--- config.mk ---
export PLATFORM = sky130hd
export DESIGN_NAME = fc_host
export DESIGN_NICKNAME = d
export VERILOG_FILES = /design/src/fc_pkg.sv /design/src/fc_cycle.sv /design/src/fc_host.sv
export SDC_FILE = /design/constraint.sdc
export NUM_CORES = 2
export LEC_CHECK = 0
export BUFFER_PORTS_ARGS = -buffer_cell sky130_fd_sc_hd__buf_2
export CORE_UTILIZATION = 30
export CTS_CLUSTER_SIZE = 30
export DETAILED_ROUTE_END_ITERATION = 8
export HOLD_SLACK_MARGIN = 0.05
export PLACE_DENSITY = 0.45
export SETUP_SLACK_MARGIN = 0.4
export SLEW_MARGIN = 40
export SYNTH_ARGS = -nofsm -noshare
export SYNTH_HDL_FRONTEND = slang
export SYNTH_MEMORY_MAX_BITS = 65536
export SYNTH_SLANG_ARGS = --single-unit
--- constraint.sdc ---
create_clock -name clk -period 5 [get_ports clk]
set_clock_uncertainty 0.05 [all_clocks]
set_input_delay 0.5 -clock clk [delete_from_list [all_inputs] [get_ports clk]]
set_output_delay 0.5 -clock clk [all_outputs]
set_load 0.005 [all_outputs]
--- src/fc_pkg.sv ---
// constants, types and register map of the flash command host
// assumes a 50 MHz clock and a parallel flash on plain pins
package fc_pkg;
    localparam int CLK_PERIOD_NS = 20;
    localparam int T_SETUP_NS = 20;
    localparam int T_PULSE_NS = 70;
    localparam int T_HOLD_NS = 20;
    localparam int T_ACC_NS = 120;
    localparam int SYNC_STAGES = 2;
    localparam logic [3:0] SETUP_CYC = 4'((T_SETUP_NS + CLK_PERIOD_NS - 1) / CLK_PERIOD_NS);
    localparam logic [3:0] PULSE_CYC = 4'((T_PULSE_NS + CLK_PERIOD_NS - 1) / CLK_PERIOD_NS);
    localparam logic [3:0] HOLD_CYC = 4'((T_HOLD_NS + CLK_PERIOD_NS - 1) / CLK_PERIOD_NS);
    localparam logic [3:0] ACC_CYC =
        4'((T_ACC_NS + CLK_PERIOD_NS - 1) / CLK_PERIOD_NS + SYNC_STAGES);

    localparam logic [19:0] CMD_ADDR1 = 20'h05555;
    localparam logic [19:0] CMD_ADDR2 = 20'h02AAA;
    localparam logic [7:0] UNLOCK_D1 = 8'hAA;
    localparam logic [7:0] UNLOCK_D2 = 8'h55;
    localparam logic [7:0] CODE_RESET = 8'hF0;
    localparam logic [7:0] CODE_ID = 8'h90;
    localparam logic [7:0] CODE_PROG = 8'hA0;
    localparam logic [7:0] CODE_ERASE = 8'h80;
    localparam logic [7:0] CODE_CHIP = 8'h10;
    localparam logic [7:0] CODE_SECT = 8'h30;
    localparam logic [7:0] CODE_SUSP = 8'hB0;
    localparam logic [7:0] CODE_RESUME = 8'hD0;
    localparam logic [7:0] CODE_STAT = 8'h70;
    localparam logic [7:0] CODE_CLR = 8'h50;
    localparam logic [7:0] CODE_PSETUP = 8'h60;
    localparam logic [7:0] CODE_PROT = 8'h20;
    localparam logic [7:0] CODE_UNPROT = 8'h40;
    localparam logic [7:0] CODE_ABORT = 8'hE0;
    localparam int SECT_LSB = 15;
    localparam int SECT_MSB = 19;
    localparam logic [4:0] SECT_BOTTOM = 5'h00;
    localparam logic [4:0] SECT_TOP = 5'h1F;

    localparam logic [7:0] REG_CTRL = 8'h00;
    localparam logic [7:0] REG_CFG = 8'h04;
    localparam logic [7:0] REG_ADDR = 8'h08;
    localparam logic [7:0] REG_COUNT = 8'h0C;
    localparam logic [7:0] REG_BUF = 8'h10;
    localparam logic [7:0] REG_STATUS = 8'h14;
    localparam logic [7:0] REG_RDATA = 8'h18;
    localparam int CTRL_GO_BIT = 8;
    localparam int ST_BUSY_BIT = 0;
    localparam int ST_DONE_BIT = 1;
    localparam int ST_ERR_BIT = 2;

    typedef enum logic [3:0] {
        OP_READ = 4'h0, OP_RESET = 4'h1, OP_ID = 4'h2, OP_PROG = 4'h3,
        OP_CHIP_ERASE = 4'h4, OP_SECT_ERASE = 4'h5, OP_SUSPEND = 4'h6,
        OP_RESUME = 4'h7, OP_STAT_READ = 4'h8, OP_STAT_CLR = 4'h9,
        OP_PROTECT = 4'hA, OP_UNPROTECT = 4'hB, OP_VERIFY = 4'hC, OP_ABORT = 4'hD
    } fc_op_e;
    typedef enum logic [1:0] {CK_END = 2'h0, CK_WRITE = 2'h1, CK_READ = 2'h2, CK_LOAD = 2'h3} fc_kind_e;
    typedef enum logic [1:0] {AS_CMD1 = 2'h0, AS_CMD2 = 2'h1, AS_USER = 2'h2} fc_asel_e;

    typedef struct packed {
        fc_kind_e kind;
        fc_asel_e asel;
        logic [7:0] code;
    } fc_cyc_s;

    typedef struct packed {
        logic ce_n;
        logic oe_n;
        logic we_n;
        logic [19:0] addr;
        logic [31:0] dq_o;
        logic [31:0] dq_oe;
    } fc_pins_s;
endpackage : fc_pkg

--- src/fc_cycle.sv ---
// one flash bus cycle: setup, strobe, hold, with read data capture
// assumes dq_i comes straight from the pins, so it is synchronised here
`timescale 1ns/1ns
`default_nettype none
module fc_cycle
    import fc_pkg::*;
(
    input wire logic clk,
    input wire logic rst_n,
    input wire logic start,
    input wire logic is_read,
    input wire logic word_mode,
    input wire logic [19:0] addr,
    input wire logic am1,
    input wire logic [31:0] wdata,
    input wire logic [31:0] dq_i,
    output var fc_pins_s pins,
    output logic [31:0] rdata,
    output logic done
);
    typedef enum logic [3:0] {
        CY_IDLE = 4'b0001, CY_SETUP = 4'b0010, CY_STROBE = 4'b0100, CY_HOLD = 4'b1000
    } fc_cy_e;
    fc_cy_e state, next_state;
    logic [3:0] cnt, next_cnt;
    logic rd_q;
    logic [31:0] dq_s1, dq_s2;

    always_comb begin
        next_state = state;
        next_cnt = cnt;
        case (state)
            CY_IDLE: if (start) begin
                next_state = CY_SETUP;
                next_cnt = SETUP_CYC - 4'h1;
            end
            CY_SETUP: if (cnt == 4'h0) begin
                next_state = CY_STROBE;
                next_cnt = rd_q ? ACC_CYC - 4'h1 : PULSE_CYC - 4'h1;
            end else begin
                next_cnt = cnt - 4'h1;
            end
            CY_STROBE: if (cnt == 4'h0) begin
                next_state = CY_HOLD;
                next_cnt = HOLD_CYC - 4'h1;
            end else begin
                next_cnt = cnt - 4'h1;
            end
            CY_HOLD: if (cnt == 4'h0) begin
                next_state = CY_IDLE;
            end else begin
                next_cnt = cnt - 4'h1;
            end
            default: next_state = CY_IDLE;
        endcase
    end

    always_ff @(posedge clk) begin
        if (!rst_n) begin
            state <= CY_IDLE;
            cnt <= 4'h0;
            rd_q <= 1'b0;
            done <= 1'b0;
        end else begin
            state <= next_state;
            cnt <= next_cnt;
            done <= (state == CY_HOLD) && (cnt == 4'h0);
            if (state == CY_IDLE && start) begin
                rd_q <= is_read;
            end
        end
    end

    // address and data held from setup to end of hold
    always_ff @(posedge clk) begin
        if (!rst_n) begin
            pins <= '{ce_n: 1'b1, oe_n: 1'b1, we_n: 1'b1, addr: 20'h0, dq_o: 32'h0, dq_oe: 32'h0};
        end else begin
            pins.ce_n <= (next_state == CY_IDLE);
            pins.we_n <= !(next_state == CY_STROBE && !rd_q);
            pins.oe_n <= !(next_state == CY_STROBE && rd_q);
            if (state == CY_IDLE && start) begin
                pins.addr <= addr;
                pins.dq_o <= word_mode ? {am1, 15'h0, wdata[15:0]} : wdata;
                if (is_read) begin
                    pins.dq_oe <= word_mode ? 32'h80000000 : 32'h0;
                end else begin
                    pins.dq_oe <= word_mode ? 32'h8000FFFF : 32'hFFFFFFFF;
                end
            end else if (next_state == CY_IDLE) begin
                pins.dq_oe <= 32'h0;
            end
        end
    end

    always_ff @(posedge clk) begin
        if (!rst_n) begin
            dq_s1 <= 32'h0;
            dq_s2 <= 32'h0;
            rdata <= 32'h0;
        end else begin
            dq_s1 <= dq_i;
            dq_s2 <= dq_s1;
            if (state == CY_STROBE && cnt == 4'h0 && rd_q) begin
                rdata <= word_mode ? {16'h0, dq_s2[15:0]} : dq_s2;
            end
        end
    end
endmodule : fc_cycle
`default_nettype wire

--- src/fc_host.sv ---
// flash command host: APB register slave that plays command sequences
// and page loads onto a parallel flash through fc_cycle
// assumes software polls the flash's own status by a status read op
//
// Added by the designer: the APB slave port and the register addresses.
`timescale 1ns/1ns
`default_nettype none
module fc_host
    import fc_pkg::*;
#(
    parameter int PAGE_WORDS = 128
) (
    input wire logic clk,
    input wire logic rst_n,
    input wire logic psel,
    input wire logic penable,
    input wire logic pwrite,
    input wire logic [7:0] paddr,
    input wire logic [31:0] pwdata,
    output logic [31:0] prdata,
    output logic pready,
    output logic pslverr,
    output var fc_pins_s flash,
    input wire logic [31:0] flash_dq_i,
    output logic flash_wide
);
    localparam int IDX_W = $clog2(PAGE_WORDS);
    localparam logic [IDX_W:0] PAGE_MAX = (IDX_W + 1)'(PAGE_WORDS);

    typedef enum logic [2:0] {ST_IDLE = 3'b001, ST_ISSUE = 3'b010, ST_WAIT = 3'b100} fc_state_e;
    fc_state_e state;
    fc_op_e op_q;
    logic [2:0] step;
    logic [IDX_W-1:0] ld_idx, wr_ptr;
    logic [IDX_W:0] count;
    logic [20:0] addr_reg;
    logic [31:0] rdata_reg;
    logic done_flag, err_flag;
    logic [31:0] page_buf [PAGE_WORDS];

    logic wr_en, rd_setup, mapped, go_req, go_ok;
    fc_op_e go_op;
    fc_cyc_s cyc;
    logic [20:0] user_w;
    logic [19:0] eng_addr;
    logic eng_am1, eng_start, eng_done;
    logic [31:0] eng_wdata, eng_rdata;
    logic [4:0] req_sect;

    assign wr_en = psel && penable && pwrite;
    assign rd_setup = psel && !penable && !pwrite;
    assign mapped = paddr inside {REG_CTRL, REG_CFG, REG_ADDR, REG_COUNT, REG_BUF,
                                  REG_STATUS, REG_RDATA};
    assign pready = 1'b1;
    assign pslverr = psel && penable && !mapped;
    assign go_op = fc_op_e'(pwdata[3:0]);
    assign go_req = wr_en && paddr == REG_CTRL && pwdata[CTRL_GO_BIT];
    assign req_sect = flash_wide ? addr_reg[SECT_MSB:SECT_LSB] : addr_reg[SECT_MSB+1:SECT_LSB+1];

    // refuse when busy, unknown op, bad page count or bad protect sector
    always_comb begin
        go_ok = go_req && state == ST_IDLE && pwdata[3:0] <= OP_ABORT;
        if (go_op == OP_PROG && (count == '0 || count > PAGE_MAX)) begin
            go_ok = 1'b0;
        end
        if ((go_op == OP_PROTECT || go_op == OP_UNPROTECT)
            && req_sect != SECT_BOTTOM && req_sect != SECT_TOP) begin
            go_ok = 1'b0;
        end
    end

    function automatic logic [7:0] third_code(input fc_op_e op);
        case (op)
            OP_RESET: third_code = CODE_RESET;
            OP_ID, OP_VERIFY: third_code = CODE_ID;
            OP_PROG: third_code = CODE_PROG;
            OP_CHIP_ERASE, OP_SECT_ERASE: third_code = CODE_ERASE;
            OP_SUSPEND: third_code = CODE_SUSP;
            OP_RESUME: third_code = CODE_RESUME;
            OP_STAT_READ: third_code = CODE_STAT;
            OP_STAT_CLR: third_code = CODE_CLR;
            OP_PROTECT, OP_UNPROTECT: third_code = CODE_PSETUP;
            OP_ABORT: third_code = CODE_ABORT;
            default: third_code = CODE_RESET;
        endcase
    endfunction

    // cycle list of each operation, one step at a time
    function automatic fc_cyc_s seq_step(input fc_op_e op, input logic [2:0] s);
        fc_cyc_s c;
        c = '{kind: CK_END, asel: AS_CMD1, code: 8'h00};
        if (op == OP_READ) begin
            if (s == 3'd0) c = '{kind: CK_READ, asel: AS_USER, code: 8'h00};
        end else begin
            case (s)
                3'd0: c = '{kind: CK_WRITE, asel: AS_CMD1, code: UNLOCK_D1};
                3'd1: c = '{kind: CK_WRITE, asel: AS_CMD2, code: UNLOCK_D2};
                // reset code left as third write
                3'd2: c = '{kind: CK_WRITE, asel: AS_CMD1, code: third_code(op)};
                3'd3: case (op)
                    OP_ID, OP_STAT_READ, OP_VERIFY:
                        c = '{kind: CK_READ, asel: AS_USER, code: 8'h00};
                    OP_PROG: c = '{kind: CK_LOAD, asel: AS_USER, code: 8'h00};
                    OP_CHIP_ERASE, OP_SECT_ERASE, OP_PROTECT, OP_UNPROTECT:
                        c = '{kind: CK_WRITE, asel: AS_CMD1, code: UNLOCK_D1};
                    default: c = '{kind: CK_END, asel: AS_CMD1, code: 8'h00};
                endcase
                3'd4: if (op inside {OP_CHIP_ERASE, OP_SECT_ERASE, OP_PROTECT, OP_UNPROTECT}) begin
                    c = '{kind: CK_WRITE, asel: AS_CMD2, code: UNLOCK_D2};
                end
                3'd5: case (op)
                    OP_CHIP_ERASE: c = '{kind: CK_WRITE, asel: AS_CMD1, code: CODE_CHIP};
                    OP_SECT_ERASE: c = '{kind: CK_WRITE, asel: AS_USER, code: CODE_SECT};
                    OP_PROTECT: c = '{kind: CK_WRITE, asel: AS_USER, code: CODE_PROT};
                    OP_UNPROTECT: c = '{kind: CK_WRITE, asel: AS_USER, code: CODE_UNPROT};
                    default: c = '{kind: CK_END, asel: AS_CMD1, code: 8'h00};
                endcase
                default: c = '{kind: CK_END, asel: AS_CMD1, code: 8'h00};
            endcase
        end
        return c;
    endfunction

    assign cyc = seq_step(op_q, step);
    assign user_w = addr_reg + 21'(ld_idx);

    always_comb begin
        eng_am1 = 1'b0;
        case (cyc.asel)
            AS_CMD1: eng_addr = CMD_ADDR1;
            AS_CMD2: eng_addr = CMD_ADDR2;
            default: begin
                eng_addr = flash_wide ? user_w[19:0] : user_w[20:1];
                eng_am1 = flash_wide ? 1'b0 : user_w[0];
            end
        endcase
        eng_wdata = cyc.kind == CK_LOAD ? page_buf[ld_idx] : {24'h0, cyc.code};
    end
    assign eng_start = state == ST_ISSUE && cyc.kind != CK_END;

    // load is a write pulse with chip selected
    fc_cycle i_fc_cycle (
        .clk(clk),
        .rst_n(rst_n),
        .start(eng_start),
        .is_read(cyc.kind == CK_READ),
        .word_mode(!flash_wide),
        .addr(eng_addr),
        .am1(eng_am1),
        .wdata(eng_wdata),
        .dq_i(flash_dq_i),
        .pins(flash),
        .rdata(eng_rdata),
        .done(eng_done)
    );

    always_ff @(posedge clk) begin
        if (!rst_n) begin
            state <= ST_IDLE;
            op_q <= OP_READ;
            step <= 3'd0;
            ld_idx <= '0;
        end else begin
            case (state)
                ST_IDLE: if (go_ok) begin
                    op_q <= go_op;
                    step <= 3'd0;
                    ld_idx <= '0;
                    state <= ST_ISSUE;
                end
                ST_ISSUE: state <= cyc.kind == CK_END ? ST_IDLE : ST_WAIT;
                ST_WAIT: if (eng_done) begin
                    state <= ST_ISSUE;
                    if (cyc.kind == CK_LOAD && (IDX_W + 1)'(ld_idx) != count - 1'b1) begin
                        ld_idx <= ld_idx + 1'b1;
                    end else begin
                        step <= step + 3'd1;
                    end
                end
                default: state <= ST_IDLE;
            endcase
        end
    end

    always_ff @(posedge clk) begin
        if (!rst_n) begin
            flash_wide <= 1'b1;
            addr_reg <= 21'h0;
            count <= '0;
            wr_ptr <= '0;
        end else if (wr_en) begin
            case (paddr)
                REG_CFG: flash_wide <= pwdata[0];
                REG_ADDR: addr_reg <= pwdata[20:0];
                REG_COUNT: begin
                    count <= pwdata[IDX_W:0];
                    wr_ptr <= '0;
                end
                REG_BUF: wr_ptr <= wr_ptr + 1'b1;
                default: ;
            endcase
        end
    end

    always_ff @(posedge clk) begin
        if (wr_en && paddr == REG_BUF) begin
            page_buf[wr_ptr] <= pwdata;
        end
    end

    // sticky flags: a setting event wins over the clear
    always_ff @(posedge clk) begin
        if (!rst_n) begin
            done_flag <= 1'b0;
            err_flag <= 1'b0;
            rdata_reg <= 32'h0;
        end else begin
            if (state == ST_ISSUE && cyc.kind == CK_END) begin
                done_flag <= 1'b1;
            end else if (wr_en && paddr == REG_STATUS && pwdata[ST_DONE_BIT]) begin
                done_flag <= 1'b0;
            end
            if (go_req && !go_ok) begin
                err_flag <= 1'b1;
            end else if (wr_en && paddr == REG_STATUS && pwdata[ST_ERR_BIT]) begin
                err_flag <= 1'b0;
            end
            if (state == ST_WAIT && eng_done && cyc.kind == CK_READ) begin
                rdata_reg <= eng_rdata;
            end
        end
    end

    always_ff @(posedge clk) begin
        if (!rst_n) begin
            prdata <= 32'h0;
        end else if (rd_setup) begin
            case (paddr)
                REG_CTRL: prdata <= {28'h0, op_q};
                REG_CFG: prdata <= {31'h0, flash_wide};
                REG_ADDR: prdata <= {11'h0, addr_reg};
                REG_COUNT: prdata <= 32'(count);
                REG_STATUS: prdata <= {29'h0, err_flag, done_flag, state != ST_IDLE};
                REG_RDATA: prdata <= rdata_reg;
                default: prdata <= 32'h0;
            endcase
        end
    end
endmodule : fc_host
`default_nettype wire

# == After elaboration in Yosys (flattened, before gate mapping) ==
# Memory sizes are Yosys's and may differ from the RTL's. A register that Yosys moved wholly into a read port is not among the register bits.
# Cells that the tools add are included.
# totals
n_memories,3
out_inout_bits,122
ramBits,4096
romBits,176
input_bits,77
regBits,313
wordCells,195
# memory_table
memory,depth,word_bits,read_ports,rd_clocked_by_memory_dff,write_ports,line,text
page_buf,128,32,1,1,1,fc_host.sv:39,logic [31:0] page_buf [PAGE_WORDS];
(no name shown),16,7,1,1,0,fc_host.sv:100,3'd3: case (op)
(no name shown),16,4,1,1,0,fc_host.sv:73,case (op)
# classes
reduce_logical,64
mux,56
addsub,6
n_eq_ne,39
n_lt_le_gt_ge,2
# op_table
op,n
32-bit two-way mux,7
32-bit one-hot mux with 6 select lines,1
12-bit one-hot mux with 6 select lines,1
4-bit two-way mux,12
11-bit one-hot mux with 4 select lines,1
20-bit one-hot mux with 2 select lines,1
7-bit two-way mux,5
4-bit one-hot mux with 4 select lines,2
31-bit two-way mux,1
1-bit logical AND,28
7-bit one-hot mux with 2 select lines,2
"8-bit by 5-bit == test with 1-bit output, second input constant",3
12-bit two-way mux,2
21-bit by 7-bit adder with 21-bit output,1
3-bit two-way mux,7
"4-bit == test, second input constant",5
20-bit two-way mux,1
"4-bit by 3-bit == test with 1-bit output, second input constant",4
"8-bit by 4-bit == test with 1-bit output, second input constant",2
8-bit zero test,2
"7-bit by 1-bit adder with 7-bit output, second input constant",2
2-bit AND reduction,6
2-bit nonzero test,6
11-bit two-way mux,1
33 further kinds,64

# == Longest topological paths before layout ==
# logic_depth
word_depth,12
ltp_mapped,14
depth_no_buf,10

# == Cells and area by module ==
# A second synthesis with hierarchy kept.
# unflattened
hier_cells,7648
area_unflattened_um2,168567.9
# by_module_without_submodules
module,n_inst,area_each_um2,cells_each,seq_area_each_um2
fc_host,1,162798.6,7026,125680.5
fc_cycle,1,5769.3,622,3283.1

# == Worst setup path before layout ==
# OpenSTA, ideal clock, no wires.
# synth_path
kind,in2reg
startpoint,input port paddr[5]
endpoint,memory page_buf[110][0] (enable)
path_buffers,1
cell_stages,6
setup_time_ns,0.421
arrival_time_ns,3.256
t_required_ns,4.529
path_slack_ns,1.273
path_cell_list,nor4b_1 -> and4b_1 -> nor2b_1 -> nand3_1 -> clkbuf_1 -> nor2_1
# synth_via
elab_chain_len,4
# synth_lines
item,line,text
"start, declared",fc_host.sv:18,"input wire logic [7:0] paddr,"
8-bit by 5-bit == test with 1-bit output,fc_host.sv:206,if (wr_en && paddr == REG_BUF) begin
1-bit logical AND,fc_host.sv:206,
1-bit two-way mux,fc_host.sv:206,
1-bit two-way mux (implied by the code),fc_host.sv:207,page_buf[wr_ptr] <= pwdata;
"end, declared",fc_host.sv:39,
# No other way between the ends.

==> impl_metrics.yaml <==
outcome:
  outcome: "finished clean"
grt:
  grt_max_degree: 101
  gr-total-overflow: 0
  grt_use_total_pct: 20.2
  grt_pass1_wl_mm: 804
  antenna_found_initial: 56
  grt_pass1_vias: 93200
synthesis:
  async_reset_ff_share_pct: 0
  syn_area_per_cell_um2: 19.1
  synth-xor-area-share_pct: 0.0873
  synth_area_um2: 171000
  synthCells: 8952
  synth_area_leaders: "edfxtp_1 (72%), mux4_2 (9.1%), mux2i_1 (4.2%), dfxtp_1 (3.5%), a221oi_1 (1.9%)"
  synth.area.mux_share_pct: 13.5
  synth-simple-area-share_pct: 3.13
  synth_top_cell_by_area: "edfxtp_1"
  synth-main-ff-cell: "edfxtp_1"
  synth_top_family_by_area: "multiplexers"
  synthDistinctLibCells: 96
  yosys_warnings: 0
  synth_edf_count: 4096
  ys_seq_elements: 4394
  yosysTopAreaCellShare_pct: 72.1
  synthAdderAreaFrac_pct: 0.136
  synth-seq-area-share_pct: 75.6
  synth_compound_area_share_pct: 5.54
  syn_nets: 9047
cells_and_area:
  top_regs: "page_buf x4096, i_fc_cycle.pins x58"
  final_common_cell: "edfxtp_1"
  fin_cells: 17500
  area_growth_pct: 17.7
  layout_common_cells: "edfxtp_1 (4096), mux2i_1 (715), mux4_2 (687), clkbuf_16 (467), buf_4 (387)"
  regMostFlops: "page_buf"
  nFillCells: 52700
  layout-drive-gt1-share_pct: 23.5
  largest_reg_flops: 4096
  fin_util_pct: 35.5
  nets: 9721
die:
  ios: 199
  die_h_um: 756
  row_count: 276
  fp.dieW_um: 756
  die_area_um2: 572000
  core_area_um2: 566000
  initial_core_util_pct: 30.2
setup_path:
  path_max_fanout: 51
  r2r_setup_slack_ns: 0.70
  worstPathRequired_ns: 5.80
  endpoint_kind: "flip-flop"
  worstSetupStartpointType: "flip-flop"
  reg2reg_depth: 10
  worstPathArrival_ns: 5.09
  critPathKind: "flip-flop to flip-flop"
  rr_endpoint: "i_fc_cycle.pins[48]$_SDFFE_PN0P_"
power_and_ir_drop:
  p_switching_w: 0.0156
  leakagePower_nw: 60.5
  power_density_nw_per_um2: 375
  pwr-share-seq_pct: 53.3
  clkPwrFrac_pct: 45.3
  p_int_w: 0.0598
  switching_share_pct: 20.7
  comb_power_share_pct: 1.3
  max-vdd-ir-drop_v: 0.000327
cts:
  cts.sink_count: 4394
  clockRootBuffer: "clkbuf_16"
  insertion_delay_ns: 1.05
  h-tree-depth: 5
  clk_pin_slew_worst_paths_ns: 0.06
  cts_buffers: 461
  clock_path_buffers: 4
  cts_resized: 0
  cts_tree: "built"
routing:
  wl_per_cell_um: 34.0
  drtIter0Drc: 11500
  dr.pass1.iters: 7
  ant_nets: 0
  vias: 94200
  vias_per_cell: 5.37
  wirelength_mm: 596
  route.detailed.drc: 0
timing:
  hold_viol: 0
  fmax_mhz: 233
  worstMarginPinSlew_ns: 1.00
  tns_ns: 0
  fin_hold_ws_ns: 0.0589
  setup-violations-final: 0
  min_period_ns: 4.30
  rsz0062_at_grt: "false"
  worst_slack_ns: 0.704
  max-slew-margin-rel_pct: 33.2
  final_max_slew_viol_count: 0
  min_period_over_period_pct: 85.9
hold_path:
  hold_path_startpoint: "pwdata[3]"
  worstHoldPathCells: 2
  holdPathEnd: "page_buf[41][3]$_DFFE_PP_"
  hp-class: "input port to flip-flop"
place:
  dp.cells: 16600
  gp_congestion: 0.889
  dp_hpwl_mm: 363
  portBuffers: 197
  pre_cts_slack_ns: 0.703
job:
  max_cap_violations: 0
[kinds of logic (layout without fill, tap and decap cells)]
group                    count (synthesis)  in the layout
AND/OR/NAND/NOR                       1146           1146
AO/OA/AOI/OAI                         1321           1321
buffers and inverters                  611           1671
multiplexers                          1444           1444
other                                    1             30
XOR/XNOR                                17             17
flip-flops                            4394           4394
adder cells (fa/ha/maj)                 18             18
[timing repair]
action                                  in CTS  in global routing
hold buffers                                69                  0
endpoints found under the setup margin       0                  0
hold endpoints to repair                  1100                  0
setup buffers                                0                  0
[worst max path at each step]
| stage | startpoint | endpoint |
|---|---|---|
| finish | flip-flop | i_fc_cycle.pins[48]$_SDFFE_PN0P_ |
| global route | flip-flop | i_fc_cycle.pins[48]$_SDFFE_PN0P_ |
| CTS | flip-flop | i_fc_cycle.pins[48]$_SDFFE_PN0P_ |
| detailed placement | flip-flop | i_fc_cycle.pins[48]$_SDFFE_PN0P_ |
| global placement | flip-flop | i_fc_cycle.pins[46]$_SDFFE_PN0P_ |
| floorplan | paddr[5] | page_buf[110][0]$_DFFE_PP_ |
[cell type report]
class	count	area (µm²)	share of cell area, %
Inverter	28	123	0.0611
Tap cell	7506	9390	4.68
Clock inverter	256	2570	1.28
Antenna cell	29	72.6	0.0361
Timing Repair Buffer	794	7730	3.85
Multi-Input combinational cell	3947	39600	19.7
Sequential cell	4394	129000	64.3
Clock buffer	593	12300	6.13
[per-stage QoR]
stage / total power (W) / area, µm²
4_1_cts: 0.0759 / 201000
6_report: 0.0754 / 201000
3_3_place_gp: 0.0419 / 185000
3_5_place_dp: 0.0419 / 185000
2_1_floorplan: 0.0411 / 171000
5_1_grt: 0.0773 / 201000
[worst max-delay path, stage by stage, from the launching register on]
cell      delay, ns
dfxtp_4        0.68
buf_12         0.26
buf_12         0.35
buf_4          0.38
mux4_2         0.54
a22oi_1        0.18
and3_1         0.41
a31oi_2        0.07
buf_4          0.26
a32oi_1        0.63
o211ai_1       0.18
[synth_stat cells (10+ instances only)]
cell and n:
o21a_1 11, a221o_1 22, ha_1 17, xnor2_1 10, buf_4 115, o221ai_1 16
o21ai_0 226, inv_1 22, nor3_1 79, or2_2 12, mux2_2 39, and2_1 79
nor2_1 289, a22oi_1 148, mux4_2 687, edfxtp_1 4096, buf_6 62, dfxtp_1 298
nand3_1 125, nand2_1 386, o211ai_1 25, a22o_1 39, o22ai_1 41, buf_2 67
mux2i_1 716, a32oi_1 12, a221oi_1 366, or4_1 11, clkbuf_1 306, and3_1 14
buf_1 29, a211oi_1 30, a211o_1 19, or3_1 11, nand4_1 38, nand2b_1 24
a31oi_1 21, a21o_1 11, a21oi_1 230, o31ai_1 11, nor2b_1 30
[power by group through the flow]
stage | registers, W | clock network, W | logic [W]
after detailed placement | 0.0410 | 0 | 0.000961
after floorplan | 0.0410 | 0 | 0.0000999
final | 0.0402 | 0.0342 | 0.00101
after CTS | 0.0402 | 0.0348 | 0.00101
after global routing | 0.0402 | 0.0361 | 0.00107
after global placement | 0.0410 | 0 | 0.000913
[metal layers]
layer | track usage [%] | wire length [µm]
met1 | 28.1 | 256000
met2 | 32.6 | 278000
met3 | 3.36 | 41600
met4 | 6.35 | 20900
met5 | 0 | 90
(Power assumes the default switching activity.)
